--- src/shared/msseq_pkg.sv ---
package msseq_pkg;

  // register byte offsets, and entry window numbers in address bits 7:6
  localparam logic [7:0] OFS_MODE      = 8'h00;
  localparam logic [7:0] OFS_COUNT     = 8'h04;
  localparam logic [7:0] OFS_UNIT      = 8'h08;
  localparam logic [7:0] OFS_STOP      = 8'h0c;
  localparam logic [7:0] OFS_STATUS    = 8'h10;
  localparam logic [7:0] OFS_IRQ_STAT  = 8'h14;
  localparam logic [7:0] OFS_IRQ_MASK  = 8'h18;
  localparam logic [1:0] WIN_REF       = 2'h1;
  localparam logic [1:0] WIN_TIME      = 2'h2;

  // values after reset
  localparam logic [15:0] RST_MODE     = 16'h0001;
  localparam logic [15:0] RST_COUNT    = 16'h0001;
  localparam logic [15:0] RST_UNIT     = 16'h0001;
  localparam logic [1:0]  RST_STOP     = 2'h0;

  // mode and unit encodings
  localparam logic [15:0] MODE_INDIV   = 16'h0000;
  localparam logic [15:0] MODE_CYCLIC  = 16'h0001;
  localparam logic [15:0] MODE_DI      = 16'h0002;
  localparam logic        UNIT_MIN     = 1'b1;

  // entry count limits
  localparam logic [4:0]  COUNT_MIN    = 5'h01;
  localparam logic [4:0]  COUNT_MAX    = 5'h10;

  // interrupt bit positions
  localparam int IRQ_STEP  = 0;
  localparam int IRQ_DONE  = 1;
  localparam int IRQ_ABORT = 2;
  localparam int IRQ_REACH = 3;
  localparam int IRQ_W     = 4;

  localparam logic [1:0] RESP_OKAY   = 2'h0;
  localparam logic [1:0] RESP_SLVERR = 2'h2;

  // time base
  localparam int CLK_HZ         = 25_000_000;
  localparam int TICK_S         = 1;
  localparam int CYCLES_PER_SEC = CLK_HZ * TICK_S;
  localparam logic [5:0] SECS_PER_MIN = 6'h3c;

  typedef enum logic [2:0] {
    ST_IDLE = 3'b000,
    ST_LOAD = 3'b001,
    ST_EVAL = 3'b010,
    ST_RUN  = 3'b011,
    ST_DONE = 3'b100
  } seq_state_t;

endpackage

--- src/rtl/entry_mem.sv ---
`timescale 1ns/1ns
module entry_mem #(
  parameter int W     = 16,
  parameter int DEPTH = 16,
  parameter int AW    = 4
) (
  input  logic          core_clk,
  input  logic          rst,
  input  logic          ce,
  input  logic          wr_en,
  input  logic [AW-1:0] wr_addr,
  input  logic [W-1:0]  wr_data,
  input  logic [AW-1:0] rd_a_addr,
  output logic [W-1:0]  rd_a_data,
  input  logic [AW-1:0] rd_b_addr,
  output logic [W-1:0]  rd_b_data
);

  logic [W-1:0] mem [DEPTH];

  always_ff @(posedge core_clk) begin
    if (ce && wr_en) begin
      mem[wr_addr] <= wr_data;
    end
  end

  always_ff @(posedge core_clk or posedge rst) begin
    if (rst) begin
      rd_a_data <= '0;
      rd_b_data <= '0;
    end else if (ce) begin
      rd_a_data <= mem[rd_a_addr];
      rd_b_data <= mem[rd_b_addr];
    end
  end

endmodule

--- src/rtl/multi_speed_sequencer.sv ---
// Register access over AXI4-Lite and the placing of the registers were chosen for this implementation.
`timescale 1ns/1ns
module multi_speed_sequencer
  import msseq_pkg::*;
#(
  parameter int ADDR_W     = 8,
  parameter int SEC_CYCLES = CYCLES_PER_SEC,
  parameter int REF_W      = 16,
  parameter int TIME_W     = 16,
  parameter int GRP_W      = 2,
  parameter int ENTRIES    = 16
) (
  input  logic              core_clk,
  input  logic              rst,
  input  logic              ce,
  input  logic [ADDR_W-1:0] awaddr,
  input  logic              awvalid,
  output logic              awready,
  input  logic [31:0]       wdata,
  input  logic [3:0]        wstrb,
  input  logic              wvalid,
  output logic              wready,
  output logic [1:0]        bresp,
  output logic              bvalid,
  input  logic              bready,
  input  logic [ADDR_W-1:0] araddr,
  input  logic              arvalid,
  output logic              arready,
  output logic [31:0]       rdata,
  output logic [1:0]        rresp,
  output logic              rvalid,
  input  logic              rready,
  input  logic              servo_enable,
  input  logic              direction_invert_function,
  input  logic              speed_select_bit0,
  input  logic              speed_select_bit1,
  input  logic              speed_select_bit2,
  input  logic              speed_select_bit3,
  input  logic [REF_W-1:0]  speed_feedback,
  output logic [REF_W-1:0]  speed_reference,
  output logic [GRP_W-1:0]  accel_group,
  output logic [3:0]        speed_index,
  output logic              motor_run,
  output logic              speed_reach,
  output logic              stop_request,
  output logic [1:0]        stop_mode,
  output logic              irq
);

  localparam int IDX_W = $clog2(ENTRIES);
  localparam int RG_W  = REF_W + GRP_W;

  function automatic logic [4:0] count_eff(input logic [15:0] c);
    if (c < 16'(COUNT_MIN)) return COUNT_MIN;
    if (c > 16'(COUNT_MAX)) return COUNT_MAX;
    return c[4:0];
  endfunction

  function automatic logic [IDX_W-1:0] step_index(input logic [IDX_W-1:0] idx,
                                                  input logic last);
    return last ? '0 : IDX_W'(idx + 1'b1);
  endfunction

  function automatic logic reached(input logic [REF_W-1:0] fb, input logic [REF_W-1:0] rf);
    return rf[REF_W-1] ? ($signed(fb) <= $signed(rf)) : ($signed(fb) >= $signed(rf));
  endfunction

  function automatic logic [15:0] lanes(input logic [15:0] old, input logic [31:0] d,
                                        input logic [3:0] s);
    return {s[1] ? d[15:8] : old[15:8], s[0] ? d[7:0] : old[7:0]};
  endfunction

  ////////////////////////////////////////////////////////////////////////////
  // register bus slave

  logic              aw_full_reg, w_full_reg, ar_pend_reg;
  logic [ADDR_W-1:0] awaddr_hold_reg, araddr_hold_reg;
  logic [31:0]       wdata_hold_reg;
  logic [3:0]        wstrb_hold_reg;
  logic [15:0]       mode_reg, count_reg, unit_reg;
  logic [IRQ_W-1:0]  irq_stat_reg, irq_mask_reg, irq_set, irq_stat_next;
  logic [RG_W-1:0]   rg_a_data, rg_b_data;
  logic [TIME_W-1:0] tm_a_data, tm_b_data;
  logic [31:0]       rd_word;
  logic              rd_hit;

  wire [ADDR_W-1:0] wa       = {awaddr_hold_reg[ADDR_W-1:2], 2'b00};
  wire [ADDR_W-1:0] ra       = {araddr_hold_reg[ADDR_W-1:2], 2'b00};
  wire              wr_fire  = aw_full_reg && w_full_reg && !bvalid;
  wire              w_mode   = wa == ADDR_W'(OFS_MODE);
  wire              w_count  = wa == ADDR_W'(OFS_COUNT);
  wire              w_unit   = wa == ADDR_W'(OFS_UNIT);
  wire              w_stop   = wa == ADDR_W'(OFS_STOP);
  wire              w_istat  = wa == ADDR_W'(OFS_IRQ_STAT);
  wire              w_imask  = wa == ADDR_W'(OFS_IRQ_MASK);
  wire              w_ref    = wa[ADDR_W-1:6] == (ADDR_W-6)'(WIN_REF);
  wire              w_time   = wa[ADDR_W-1:6] == (ADDR_W-6)'(WIN_TIME);
  wire              w_hit    = w_mode | w_count | w_unit | w_stop | w_istat | w_imask |
                               w_ref | w_time;
  wire              ent_full = wstrb_hold_reg == 4'hf;
  wire [IDX_W-1:0]  w_idx    = wa[IDX_W+1:2];
  wire [31:0]       status_word;
  wire [IRQ_W-1:0]  irq_clr  = (wr_fire && w_istat) ? wdata_hold_reg[IRQ_W-1:0] : '0;

  always_ff @(posedge core_clk or posedge rst) begin
    if (rst) begin
      awready <= 1'b1;  wready <= 1'b1;  aw_full_reg <= 1'b0;  w_full_reg <= 1'b0;
      awaddr_hold_reg <= '0;  wdata_hold_reg <= '0;  wstrb_hold_reg <= '0;
      bvalid <= 1'b0;  bresp <= RESP_OKAY;
    end else if (ce) begin
      if (awvalid && awready) begin
        aw_full_reg     <= 1'b1;
        awready         <= 1'b0;
        awaddr_hold_reg <= awaddr;
      end
      if (wvalid && wready) begin
        w_full_reg     <= 1'b1;
        wready         <= 1'b0;
        wdata_hold_reg <= wdata;
        wstrb_hold_reg <= wstrb;
      end
      if (wr_fire) begin
        aw_full_reg <= 1'b0;
        w_full_reg  <= 1'b0;
        bvalid      <= 1'b1;
        bresp       <= w_hit ? RESP_OKAY : RESP_SLVERR;
      end
      if (bvalid && bready) begin
        bvalid  <= 1'b0;
        awready <= 1'b1;
        wready  <= 1'b1;
      end
    end
  end

  always_ff @(posedge core_clk or posedge rst) begin
    if (rst) begin
      mode_reg <= RST_MODE;  count_reg <= RST_COUNT;  unit_reg <= RST_UNIT;
      stop_mode <= RST_STOP;  irq_mask_reg <= '0;
    end else if (ce && wr_fire) begin
      if (w_mode)  mode_reg     <= lanes(mode_reg, wdata_hold_reg, wstrb_hold_reg);
      if (w_count) count_reg    <= lanes(count_reg, wdata_hold_reg, wstrb_hold_reg);
      if (w_unit)  unit_reg     <= lanes(unit_reg, wdata_hold_reg, wstrb_hold_reg);
      if (w_stop && wstrb_hold_reg[0]) stop_mode <= wdata_hold_reg[1:0];
      if (w_imask && wstrb_hold_reg[0]) irq_mask_reg <= wdata_hold_reg[IRQ_W-1:0];
    end
  end

  always_comb begin
    rd_word = 32'h0000_0000;
    rd_hit  = 1'b1;
    if (ra == ADDR_W'(OFS_MODE)) rd_word = {16'h0000, mode_reg};
    else if (ra == ADDR_W'(OFS_COUNT)) rd_word = {16'h0000, count_reg};
    else if (ra == ADDR_W'(OFS_UNIT)) rd_word = {16'h0000, unit_reg};
    else if (ra == ADDR_W'(OFS_STOP)) rd_word = {30'h0, stop_mode};
    else if (ra == ADDR_W'(OFS_STATUS)) rd_word = status_word;
    else if (ra == ADDR_W'(OFS_IRQ_STAT)) rd_word = {{(32-IRQ_W){1'b0}}, irq_stat_reg};
    else if (ra == ADDR_W'(OFS_IRQ_MASK)) rd_word = {{(32-IRQ_W){1'b0}}, irq_mask_reg};
    else if (ra[ADDR_W-1:6] == (ADDR_W-6)'(WIN_REF)) rd_word = {{(32-RG_W){1'b0}}, rg_b_data};
    else if (ra[ADDR_W-1:6] == (ADDR_W-6)'(WIN_TIME)) rd_word = {{(32-TIME_W){1'b0}}, tm_b_data};
    else rd_hit = 1'b0;
  end

  always_ff @(posedge core_clk or posedge rst) begin
    if (rst) begin
      arready <= 1'b1;  ar_pend_reg <= 1'b0;  araddr_hold_reg <= '0;
      rvalid <= 1'b0;  rdata <= 32'h0000_0000;  rresp <= RESP_OKAY;
    end else if (ce) begin
      if (arvalid && arready) begin
        arready         <= 1'b0;
        ar_pend_reg     <= 1'b1;
        araddr_hold_reg <= araddr;
      end
      if (ar_pend_reg) begin
        ar_pend_reg <= 1'b0;
        rvalid      <= 1'b1;
        rdata       <= rd_word;
        rresp       <= rd_hit ? RESP_OKAY : RESP_SLVERR;
      end
      if (rvalid && rready) begin
        rvalid  <= 1'b0;
        arready <= 1'b1;
      end
    end
  end

  ////////////////////////////////////////////////////////////////////////////
  // speed entries

  seq_state_t        state_reg, state_next;
  logic [IDX_W-1:0]  index_reg, index_next;
  logic [TIME_W-1:0] elapsed_reg, elapsed_next, cur_time_reg;
  logic [REF_W-1:0]  cur_ref_reg;
  logic              servo_d_reg, unit_tick;

  entry_mem #(.W(RG_W), .DEPTH(ENTRIES), .AW(IDX_W)) u_ref_mem (
    .core_clk  (core_clk),
    .rst       (rst),
    .ce        (ce),
    .wr_en     (wr_fire && w_ref && ent_full),
    .wr_addr   (w_idx),
    .wr_data   (wdata_hold_reg[RG_W-1:0]),
    .rd_a_addr (index_reg),
    .rd_a_data (rg_a_data),
    .rd_b_addr (araddr[IDX_W+1:2]),
    .rd_b_data (rg_b_data)
  );

  entry_mem #(.W(TIME_W), .DEPTH(ENTRIES), .AW(IDX_W)) u_time_mem (
    .core_clk  (core_clk),
    .rst       (rst),
    .ce        (ce),
    .wr_en     (wr_fire && w_time && ent_full),
    .wr_addr   (w_idx),
    .wr_data   (wdata_hold_reg[TIME_W-1:0]),
    .rd_a_addr (index_reg),
    .rd_a_data (tm_a_data),
    .rd_b_addr (araddr[IDX_W+1:2]),
    .rd_b_data (tm_b_data)
  );

  unit_tick_gen #(.SEC_CYCLES(SEC_CYCLES)) u_tick (
    .core_clk (core_clk),
    .rst      (rst),
    .ce       (ce),
    .clear    (state_reg != ST_RUN),
    .unit_min (unit_reg[0]),
    .tick     (unit_tick)
  );

  ////////////////////////////////////////////////////////////////////////////
  // sequencer

  wire             m_indiv  = mode_reg == MODE_INDIV;
  wire             m_cyclic = mode_reg == MODE_CYCLIC;
  wire             m_di     = mode_reg == MODE_DI;
  wire             m_seq    = m_indiv | m_cyclic;
  wire [4:0]       cnt      = count_eff(count_reg);
  wire             last     = ({1'b0, index_reg} + 5'h01) == cnt;
  wire [IDX_W-1:0] di_sel   = {speed_select_bit3, speed_select_bit2,
                               speed_select_bit1, speed_select_bit0};
  wire             expire   = state_reg == ST_RUN && m_seq && unit_tick &&
                              TIME_W'(elapsed_reg + 1'b1) >= cur_time_reg;
  wire             servo_fall = servo_d_reg && !servo_enable;
  wire             load_go  = state_reg == ST_EVAL && state_next == ST_RUN;
  wire             run_next = servo_enable && state_next != ST_IDLE && state_next != ST_DONE;
  wire [REF_W-1:0] ref_sel  = load_go ? rg_a_data[REF_W-1:0] : cur_ref_reg;
  wire [REF_W-1:0] ref_dir  = direction_invert_function ? REF_W'(-ref_sel) : ref_sel;
  wire             reach_next = state_reg == ST_RUN && state_next == ST_RUN &&
                                reached(speed_feedback, speed_reference);

  assign status_word = {23'h0, speed_reach, motor_run, state_reg, index_reg};

  always_comb begin
    state_next   = state_reg;
    index_next   = index_reg;
    elapsed_next = elapsed_reg;
    if (!servo_enable) begin
      state_next = ST_IDLE;
    end else begin
      case (state_reg)
        ST_IDLE: begin
          if (m_seq) begin
            state_next   = ST_LOAD;
            index_next   = '0;
            elapsed_next = '0;
          end else if (m_di) begin
            state_next = ST_LOAD;
            index_next = di_sel;
          end
        end
        ST_LOAD: begin
          state_next = ST_EVAL;
        end
        ST_EVAL: begin
          if (m_seq && tm_a_data == '0) begin
            state_next = (last && m_indiv) ? ST_DONE : ST_LOAD;
            index_next = step_index(index_reg, last);
          end else begin
            state_next   = ST_RUN;
            elapsed_next = '0;
          end
        end
        ST_RUN: begin
          if (expire) begin
            elapsed_next = '0;
            state_next   = (last && m_indiv) ? ST_DONE : ST_LOAD;
            index_next   = step_index(index_reg, last);
          end else if (m_di && di_sel != index_reg) begin
            state_next = ST_LOAD;
            index_next = di_sel;
          end else if (!m_seq && !m_di) begin
            state_next = ST_DONE;
          end else if (m_seq && unit_tick) begin
            elapsed_next = TIME_W'(elapsed_reg + 1'b1);
          end
        end
        ST_DONE: begin
          state_next = ST_DONE;
        end
        default: begin
          state_next = ST_IDLE;
        end
      endcase
    end
  end

  always_comb begin
    irq_set            = '0;
    irq_set[IRQ_STEP]  = expire && state_next == ST_LOAD;
    irq_set[IRQ_DONE]  = state_next == ST_DONE && state_reg != ST_DONE;
    irq_set[IRQ_ABORT] = servo_fall && state_reg != ST_IDLE && state_reg != ST_DONE;
    irq_set[IRQ_REACH] = reach_next && !speed_reach;
    // a new event outlives a simultaneous write-one clear
    irq_stat_next      = (irq_stat_reg & ~irq_clr) | irq_set;
  end

  always_ff @(posedge core_clk or posedge rst) begin
    if (rst) begin
      state_reg <= ST_IDLE;  index_reg <= '0;  elapsed_reg <= '0;  servo_d_reg <= 1'b0;
      cur_time_reg <= '0;  cur_ref_reg <= '0;  accel_group <= '0;
    end else if (ce) begin
      state_reg   <= state_next;
      index_reg   <= index_next;
      elapsed_reg <= elapsed_next;
      servo_d_reg <= servo_enable;
      if (load_go) begin
        cur_time_reg <= tm_a_data;
        cur_ref_reg  <= rg_a_data[REF_W-1:0];
        accel_group  <= rg_a_data[RG_W-1:REF_W];
      end else if (state_next == ST_IDLE || state_next == ST_DONE) begin
        cur_ref_reg <= '0;
      end
    end
  end

  always_ff @(posedge core_clk or posedge rst) begin
    if (rst) begin
      speed_reference <= '0;  speed_index <= '0;  motor_run <= 1'b0;  speed_reach <= 1'b0;
      stop_request <= 1'b0;  irq_stat_reg <= '0;  irq <= 1'b0;
    end else if (ce) begin
      speed_reference <= run_next ? ref_dir : '0;
      speed_index     <= index_next;
      motor_run       <= run_next;
      speed_reach     <= reach_next;
      stop_request    <= irq_set[IRQ_ABORT];
      irq_stat_reg    <= irq_stat_next;
      irq             <= |(irq_stat_next & irq_mask_reg);
    end
  end
endmodule

--- src/rtl/unit_tick_gen.sv ---
`timescale 1ns/1ns
module unit_tick_gen
  import msseq_pkg::*;
#(
  parameter int SEC_CYCLES = CYCLES_PER_SEC
) (
  input  logic core_clk,
  input  logic rst,
  input  logic ce,
  input  logic clear,
  input  logic unit_min,
  output logic tick
);

  localparam int CW = $clog2(SEC_CYCLES + 1);

  logic [CW-1:0] sec_cnt_reg;
  logic [5:0]    min_cnt_reg;
  logic          sec_wrap;
  logic          min_wrap;

  assign sec_wrap = (sec_cnt_reg == CW'(SEC_CYCLES - 1));
  assign min_wrap = (min_cnt_reg == SECS_PER_MIN - 6'h01);

  always_ff @(posedge core_clk or posedge rst) begin
    if (rst) begin
      sec_cnt_reg <= '0;
      min_cnt_reg <= '0;
      tick        <= 1'b0;
    end else if (ce) begin
      // phase restarts with each speed so every step gets whole units
      if (clear) begin
        sec_cnt_reg <= '0;
        min_cnt_reg <= '0;
        tick        <= 1'b0;
      end else begin
        sec_cnt_reg <= sec_wrap ? '0 : sec_cnt_reg + 1'b1;
        if (sec_wrap) begin
          min_cnt_reg <= min_wrap ? '0 : min_cnt_reg + 6'h01;
        end
        tick <= sec_wrap && (unit_min != UNIT_MIN || min_wrap);
      end
    end
  end

endmodule

--- config.mk ---
export PLATFORM = sky130hd
export DESIGN_NAME = multi_speed_sequencer
export DESIGN_NICKNAME = d
export VERILOG_FILES = /design/src/shared/msseq_pkg.sv /design/src/rtl/entry_mem.sv /design/src/rtl/multi_speed_sequencer.sv /design/src/rtl/unit_tick_gen.sv
export SDC_FILE = /design/constraint.sdc
export NUM_CORES = 1
export LEC_CHECK = 0
export BUFFER_PORTS_ARGS = -buffer_cell sky130_fd_sc_hd__buf_2
export CAP_MARGIN = 20
export CORE_AREA = 2 2 253 255
export CTS_BUF_LIST = sky130_fd_sc_hd__clkbuf_8
export DETAILED_ROUTE_END_ITERATION = 8
export DIE_AREA = 0 0 255 257
export PLACE_DENSITY = 0.83
export SLEW_MARGIN = 20
export SYNTH_ARGS = -nofsm -noshare
export SYNTH_HDL_FRONTEND = slang
export SYNTH_SLANG_ARGS = --single-unit
--- constraint.sdc ---
create_clock -name core_clk -period 14.1 [get_ports core_clk]
set_clock_uncertainty 0.15 [all_clocks]
set_input_delay 2.82 -clock core_clk [delete_from_list [all_inputs] [get_ports core_clk]]
set_output_delay 2.82 -clock core_clk [all_outputs]
set_load 0.02 [all_outputs]
Word-level counts from Yosys, hierarchy flattened
Memory sizes are Yosys's and may differ from the RTL's. A register that Yosys moved wholly into a read port is not among the register bits.
Index checks and enable logic that the tools add are counted.
{"block": "totals", "mem_bits_rw": 544, "output_inout_bits": 69, "regBits": 250, "mem_count": 2, "word_cells": 277, "in_bits": 82}
{"memory": "u_ref_mem.mem", "depth": 16, "word_bits": 18, "read_ports": 2, "rd_ports_with_merged_regs": 2, "write_ports": 1, "line": "entry_mem.sv:19", "text": "logic [W-1:0] mem [DEPTH];"}
{"memory": "u_time_mem.mem", "depth": 16, "word_bits": 16, "read_ports": 2, "rd_ports_with_merged_regs": 2, "write_ports": 1, "line": "entry_mem.sv:19"}
{"block": "op_classes", "n_reduce_logical": 88, "add_sub_neg": 6, "mux": 84, "order_cmp": 5, "bitwise": 13, "eq_ne": 40}
{"op": "two-way mux 16 bit", "n": 12}
{"op": "two-way mux 18 bit", "n": 8}
{"op": "two-way mux 25 bit", "n": 2}
{"op": "one-hot mux 16 bit (3 select lines)", "n": 1}
{"op": "logical AND 1 bit", "n": 37}
{"op": "two-way mux 1 bit", "n": 34}
{"op": "AND reduction 2 bit", "n": 17}
{"op": "greater-or-equal comparator 16 bit", "n": 2}
{"op": "logical NOT 16 bit", "n": 2}
{"op": "two-way mux 4 bit", "n": 8}
{"op": "== test 6 x 3 -> 1 bit (second input constant)", "n": 5}
{"op": "adder 25 x 1 -> 25 bit (second input constant)", "n": 1}
{"op": "== test 25 bit (second input constant)", "n": 1}
{"op": "== test 6 x 2 -> 1 bit (second input constant)", "n": 4}
{"op": "two-way mux 3 bit", "n": 8}
{"op": "two-way mux 5 bit", "n": 4}
{"op": "two-way mux 6 bit", "n": 3}
{"op": "AND reduction 3 bit", "n": 6}
{"op": "nonzero test 2 bit", "n": 9}
{"op": "adder 16 x 1 -> 16 bit (second input constant)", "n": 1}
{"op": "== test 16 x 1 -> 1 bit (second input constant)", "n": 1}
{"op": "== test 16 x 2 -> 1 bit (second input constant)", "n": 1}
{"op": "greater-than comparator 16 x 5 -> 1 bit (second input constant)", "n": 1}
{"op": "less-or-equal comparator 16 bit", "n": 1}
{"op": "35 further kinds", "n": 67}

Logic depth before layout (Yosys ltp)
Gate-level depths: netlist of the first run.
{"block": "depth", "ltp_word": 18, "ltp_mapped": 18, "mapped_depth_nobuf": 17}

By module
From an unflattened synthesis of the first run, not the netlist that was laid out.
{"block": "hier_totals", "cells_unflattened": 2689, "hier_area_um2": 40989.3}
{"mod": "entry_mem at u_ref_mem", "seq_area_each_um2": 9549.2, "n_inst": 1, "area_per_inst_um2": 14950.6, "cells_each": 699}
{"mod": "entry_mem at u_time_mem", "seq_area_each_um2": 8488.1, "n_inst": 1, "area_per_inst_um2": 13023.7, "cells_each": 627}
{"mod": "multi_speed_sequencer", "seq_area_each_um2": 4962.3, "n_inst": 1, "area_per_inst_um2": 11131.9, "cells_each": 1157}
{"mod": "unit_tick_gen", "seq_area_each_um2": 800.8, "n_inst": 1, "area_per_inst_um2": 1883.1, "cells_each": 206}

Least setup slack after synthesis of the first run
OpenSTA, ideal clock, no wires.
{"block": "synth_path", "kind": "input to register", "start": "input ce", "end": "memory u_ref_mem.mem[3][0] (netlist name), enable pin", "t_required_ns": 13.511, "cell_stages": 7, "path_slack_ns": 7.732, "setup_time_ns": 0.439, "arrival_ns": 5.779, "path_buffers": 2, "path_cell_list": "buf_2 > clkinv_1 > or2_2 > clkbuf_1 > nor2_1 > nand3b_1 > nor4_1"}
{"block": "synth_via", "elab_chain_cells": 3}
{"item": "from (decl)", "line": "multi_speed_sequencer.sv:15", "text": "input logic ce,"}
{"item": "logical AND 1 bit", "line": "entry_mem.sv:22", "text": "if (ce && wr_en) begin"}
{"item": "two-way mux 1 bit", "line": "entry_mem.sv:22"}
{"item": "two-way mux 1 bit (implied by the code)", "line": "entry_mem.sv:23", "text": "mem[wr_addr] <= wr_data;"}
{"item": "to (decl)", "line": "entry_mem.sv:19"}
Every way passes these cells.

Worst setup path in the final report of the first run
{"block": "layout_path", "start": "input ce", "end": "memory u_time_mem.mem[0][11], enable pin"}
{"block": "layout_via", "elab_chain_cells": 3}
{"item": "logical AND 1 bit", "line": "entry_mem.sv:22"}
{"item": "two-way mux 1 bit", "line": "entry_mem.sv:22"}
{"item": "two-way mux 1 bit (implied by the code)", "line": "entry_mem.sv:23"}
{"item": "to (decl)", "line": "entry_mem.sv:19"}
Every way passes these cells.

==> run metrics, run 1 <==
DRT iter0 DRCs=3,279; cell mode on critical path=buf_4; fraction of the yosys area taken by sequential cells=0.5971; Int Pwr=5.049 mW; register share of total power=0.456; final worst slack=8354 ps; CTS resizes=0; clk sinks=842; dpl ws=7665 ps; critical path's largest stage delay=1050 ps; vias in the first global route=25,660; top cells by area, synth=edfxtp_1, mux4_2, dfrtp_1; P_sw=2.627 mW; Worst VDD drop=0.0001087 V; Crit path required time=14,350 ps; Initial Util=0.6354; status=complete, no violations; drc violations=0; min Tclk post-route=5746 ps; post-detailed-route count of antenna-violating nets=0; post-DR wirelength/cell=28.92 um; GP Congestion=0.9379; CTS Hold Bufs=0; critical path startpoint category=primary input; Combinational Power Share=0.282; router iterations before antenna repair=6; Peak Freq=174.0 MHz; Post-Route WL=104,800 um; Pwr Total=7.677 mW; die width=255 um; Setup Viol. Count Final=0; top_reg_cell synth=edfxtp_1; Async S/R FF share, synth=0.3539; Final Hold Violating Endpoints=0; Multi-input gate area=15,290 sq um; Largest register FFs=288; Yosys top cell by area=edfxtp_1; TritonCTS clock tree=done; Avg Inst Size Synth=15.92 sq um; Mapped Area=39,860 sq um; postcts setup bufs=0; Crit Path Max Fanout=66; post-route insts no fill=3,624; RSZ-0062 raised after global routing=no; Port Buf Inserts=116; clock latency on the worst-skew pair=810 ps; Power per Cell Area=174.1 nW/um^2; TritonCTS Buffers=137; fin util=0.7029; post-synthesis cell count=2,503; top-area cell type share of the netlist area=0.4098; Max Cap Violations=0; floorplan row count=92; vias=24,940; Vias per Instance=6.881; layout cells sized above 1=0.3367; Worst-path clk slew=60 ps; DP HPWL=64,710 um; Synthesis Warnings=0; clock share of power=0.262; Fillers=3,816; most frequent cell after synthesis=edfxtp_1; # IOs=151; first-pass GRT wire length=157,100 um; Crit. End Element=register; crit path DAT=5990 ps; worst-margin pin slew=1138 ps; post-synthesis register bit count=842; setup TNS=0 ps; pin count of the biggest net entering global routing=161; Layout area overhead=10.63%; Post-synth top cells=edfxtp_1, mux4_2, dfrtp_1, nand2_1, mux2_2; EDFF count, synth=544; CP Class=primary input to register; HP Class=register to register; worst-path cell chain=buf_4 -> clkinv_1 -> buf_4 -> or2_2 -> nor2_1 -> nand3b_1 -> nor2b_2; Total GRT Usage=0.3283; Crit path max-delay family=simple AND/OR/NAND/NOR gates; switch share=0.3423; Rel. slew slack=0.2376; Crit-path slowest cell=nor2b_2; GRT overflow=0; Core Area=62,740 sq um; initial antenna violation count=5; Buf/Inv on CP=3; H-tree levels=4; CTS root buffer=clkbuf_8; clock buffer depth=3; FF+latch area=23,820 sq um; Cells after DPL=3,369; die area=65,540 sq um; LEAKAGE=16.13 nW; layout net count=2,785; die height=257 um; Slew Viols, Final=0; Yosys cell types=69; final worst-path cycle share=0.4075
-- worst min-delay path: stages, from the launching register on --
cell,delay [ps]
dfrtp_1,340
nand2_1,50
o21ai_0,60
-- layout by cell type, fill, tap and decap left out, types with 19 or more instances in the layout --
cell,Yosys,routed
nand2b_1,19,19
nand2_1,171,170
xor2_1,29,29
buf_4,19,58
clkinv_1,1,20
clkbuf_8,0,156
nand3_1,45,44
o31ai_1,22,22
mux4_2,340,340
buf_2,4,113
mux2_2,163,163
o21ai_0,99,99
inv_1,61,107
xnor2_1,28,28
a22oi_1,28,28
dfrtp_1,292,280
ha_1,40,40
a21oi_1,41,41
nor2_1,107,98
edfxtp_1,544,544
nor3_1,32,24
-- stage by stage --
step | hold WS (ps) | instance area (sq um)
floorplan | 284.8 | 39920
global placement | 314.3 | 41440
detailed placement | 322.2 | 41450
CTS | 335.2 | 44040
global route | 351.9 | 44090
finish | 331.7 | 44100
-- power groups by stage --
stage	logic [mW]	registers [mW]	clock network, mW
2_1_floorplan	1.49	3.41	0
3_3_place_gp	2.06	3.50	0
3_5_place_dp	2.13	3.54	0
4_1_cts	2.14	3.49	2.03
5_1_grt	2.31	3.54	2.13
6_report	2.16	3.50	2.01
-- cell type report --
| cell class | instances | share of cell area |
|---|---|---|
| Clock buffer | 155 | 0.04838 |
| Clock inverter | 98 | 0.01044 |
| Inverter | 62 | 0.005448 |
| Sequential cell | 842 | 0.5402 |
| Timing Repair Buffer | 177 | 0.02486 |
| Multi-Input combinational cell | 1443 | 0.3466 |
| Antenna cell | 1 | 0.00005675 |
| Tap cell | 846 | 0.02400 |
-- worst paths after layout --
path,from,endpoint,slack (ps),depth (start not counted)
worst max-delay path,ce,u_time_mem.mem[0][11],8350,7
worst min-delay path,rdata[2],rdata[2],330,2
worst max register to register,elapsed_reg[0],speed_reference[11],8890,16
worst min register to register,rdata[2],rdata[2],330,2
max in group asynchronous,rst,wdata_hold_reg[10],10210,3
min in group asynchronous,rst,speed_index[0],2090,2
-- layer usage --
metal | global-route usage | wire length (um) | vias to the layer above | part of all wire
li1 | - | - | 10280 | -
met1 | 0.4343 | 37610 | 12730 | 0.36
met2 | 0.5198 | 51430 | 1583 | 0.49
met3 | 0.07384 | 10360 | 343 | 0.099
met4 | 0.1636 | 5328 | 6 | 0.051
met5 | 0 | 51 | - | 0.00049
-- cells by family (layout without fill, tap and decap cells) --
| kind of cell | after synthesis | in the layout | share of synthesized area |
|---|---|---|---|
| flops | 842 | 842 | 0.5971 |
| buf+inv | 233 | 492 | 0.02386 |
| compound gates | 321 | 321 | 0.05239 |
| fa+ha+maj | 40 | 40 | 0.01256 |
| other cells | 1 | 17 | 0.00009408 |
| simple gates | 495 | 495 | 0.06055 |
| mux | 514 | 514 | 0.2409 |
| xor+xnor | 57 | 57 | 0.01252 |
Note: power is estimated with default switching activity, not from simulation.
==> run 2: changes to the inputs <==
- CORE_AREA: 2 2 253 255 -> 2 2 266 268
- DIE_AREA: 0 0 255 257 -> 0 0 268 270
- PLACE_DENSITY: 0.83 -> 0.79
- clock period: 14.1 -> 4.76 ns (I/O delays scaled with it)
==> run metrics, run 2 (synthesized netlist as in run 1, its figures left out) <==
Post-Route WL=105,600 um; die height=270 um; Power per Cell Area=513.8 nW/um^2; FF-to-FF setup slack=180 ps; Total GRT Usage=0.2983; status=complete, no violations; router iterations before antenna repair=6; Vias per Instance=6.690; Initial Util=0.5732; DP HPWL=67,070 um; GP Congestion=0.9030; Crit path required time=5290 ps; met2 usage=0.4757; die area=72,360 sq um; GRT met1 Usage=0.4066; HP Class=primary input to register; GRT met3 Usage=0.05945; clk sinks=842; drc violations=0; final worst slack=183.6 ps; Worst VDD drop=0.0003925 V; DRT iter0 DRCs=3,047; Crit. End Element=register; critical path startpoint category=register; CTS root buffer=clkbuf_8; GRT overflow=0; vias in the first global route=25,370; commonest cells after routing, fill and taps aside=edfxtp_1, mux4_2, dfrtp_1; clock latency on the worst-skew pair=810 ps; die width=268 um; Port Buf Inserts=116; min Tclk post-route=4576 ps; Setup Viol. Count Final=0; fin util=0.6405; Crit Path Max Fanout=33; Top Usage Layer GRT=met2; Core Area=69,540 sq um; layout net count=2,814; Largest register FFs=288; post-detailed-route count of antenna-violating nets=0; Worst-path clk slew=60 ps; vias=25,010; final worst-path cycle share=0.9614; post-DR wirelength/cell=28.24 um; floorplan row count=97; LEAKAGE=16.28 nW; dpl ws=134.6 ps; pin count of the biggest net entering global routing=120; postcts setup bufs=0; worst-margin pin slew=1098 ps; Rel. slew slack=0.2678; setup TNS=0 ps; clock buffer depth=3; layout cells sized above 1=0.3417; H-tree levels=4; TritonCTS clock tree=done; Layout area overhead=11.75%; crit path DAT=5110 ps; Max Cap Violations=0; # IOs=151; Fillers=4,707; Slew Viols, Final=0; RSZ-0062 raised after global routing=no; Peak Freq=218.5 MHz; FF+latch area=23,820 sq um; CP Class=register to register; Final Hold Violating Endpoints=0; first-pass GRT wire length=158,400 um; initial antenna violation count=6; TritonCTS Buffers=139; commonest non-fill, non-tap cell in the layout=edfxtp_1; Multi-input gate area=15,300 sq um
-- run 2: cell count changes in the layout (fill, tap and decap cells not counted), sizes merged --
cell and change:
clkbuf -2, inv -8, clkinvlp -1, bufinv +3
buf +27, dlygate4sd3 +1, clkinv +1
-- run 2: area by class of cell --
cell class / instances / area share
Tap cell: 940 / 0.02641
Clock inverter: 93 / 0.01079
Multi-Input combinational cell: 1443 / 0.3435
Antenna cell: 1 / 0.00005618
Inverter: 62 / 0.005309
Clock buffer: 154 / 0.04759
Sequential cell: 842 / 0.5347
Timing Repair Buffer: 204 / 0.03160
-- run 2: routing by layer --
layer / part of all wire / wire length (um)
met1: 0.37 / 39150
met2: 0.49 / 52080
met3: 0.096 / 10150
met4: 0.040 / 4195
met5: 0.00012 / 13
-- run 2: worst paths after layout --
kind | to | depth (start not counted) | start
worst max-delay path | speed_reference[13] | 18 | elapsed_reg[4]
worst min-delay path | wdata_hold_reg[6] | 2 | wdata[6]
worst max register to register | speed_reference[13] | 18 | elapsed_reg[4]
worst min register to register | rdata[5] | 2 | rdata[5]
max in group asynchronous | speed_index[1] | 4 | rst
min in group asynchronous | irq_stat_reg[1] | 3 | rst
-- run 2: worst max-delay path, stage by stage, from the launching register on --
cell and delay [ps]:
dfrtp_1 410, nand3_1 140, nor2_2 170, and3_1 280, and3_2 250, and3_2 240
and3_1 190, xnor2_1 160, inv_1 80, ha_1 290, nand4_1 150, nor3_1 80
or3_1 360, a211o_1 320, a2111o_1 480, o311ai_1 160, a31oi_4 60, buf_12 190
o32ai_1 290
-- run 2: power breakdown --
part | switching, mW | total [mW] | internal, mW | leakage [nW]
sequential | 1.11 | 10.3 | 9.15 | 8.75
combinational | 3.73 | 6.61 | 2.88 | 6.03
clock | 2.88 | 6.01 | 3.13 | 1.50
-- run 2: timing repair --
| item | in CTS | in global routing |
|---|---|---|
| resized for setup | 0 | 9 |
| hold endpoints to repair | 7 | 0 |
| hold buffers | 1 | 0 |
| setup endpoints to repair | 0 | 45 |
-- run 2: per-stage QoR --
step	instance area [sq um]	std cells	hold slack, ps	power (mW)
finish	44540	3739	243.5	22.89
global route	44540	3739	207.1	23.79
CTS	44490	3737	184.6	22.88
detailed placement	41880	3489	315.6	16.91
global placement	41860	3488	313.5	16.63
floorplan	39920	2518	284.8	14.50
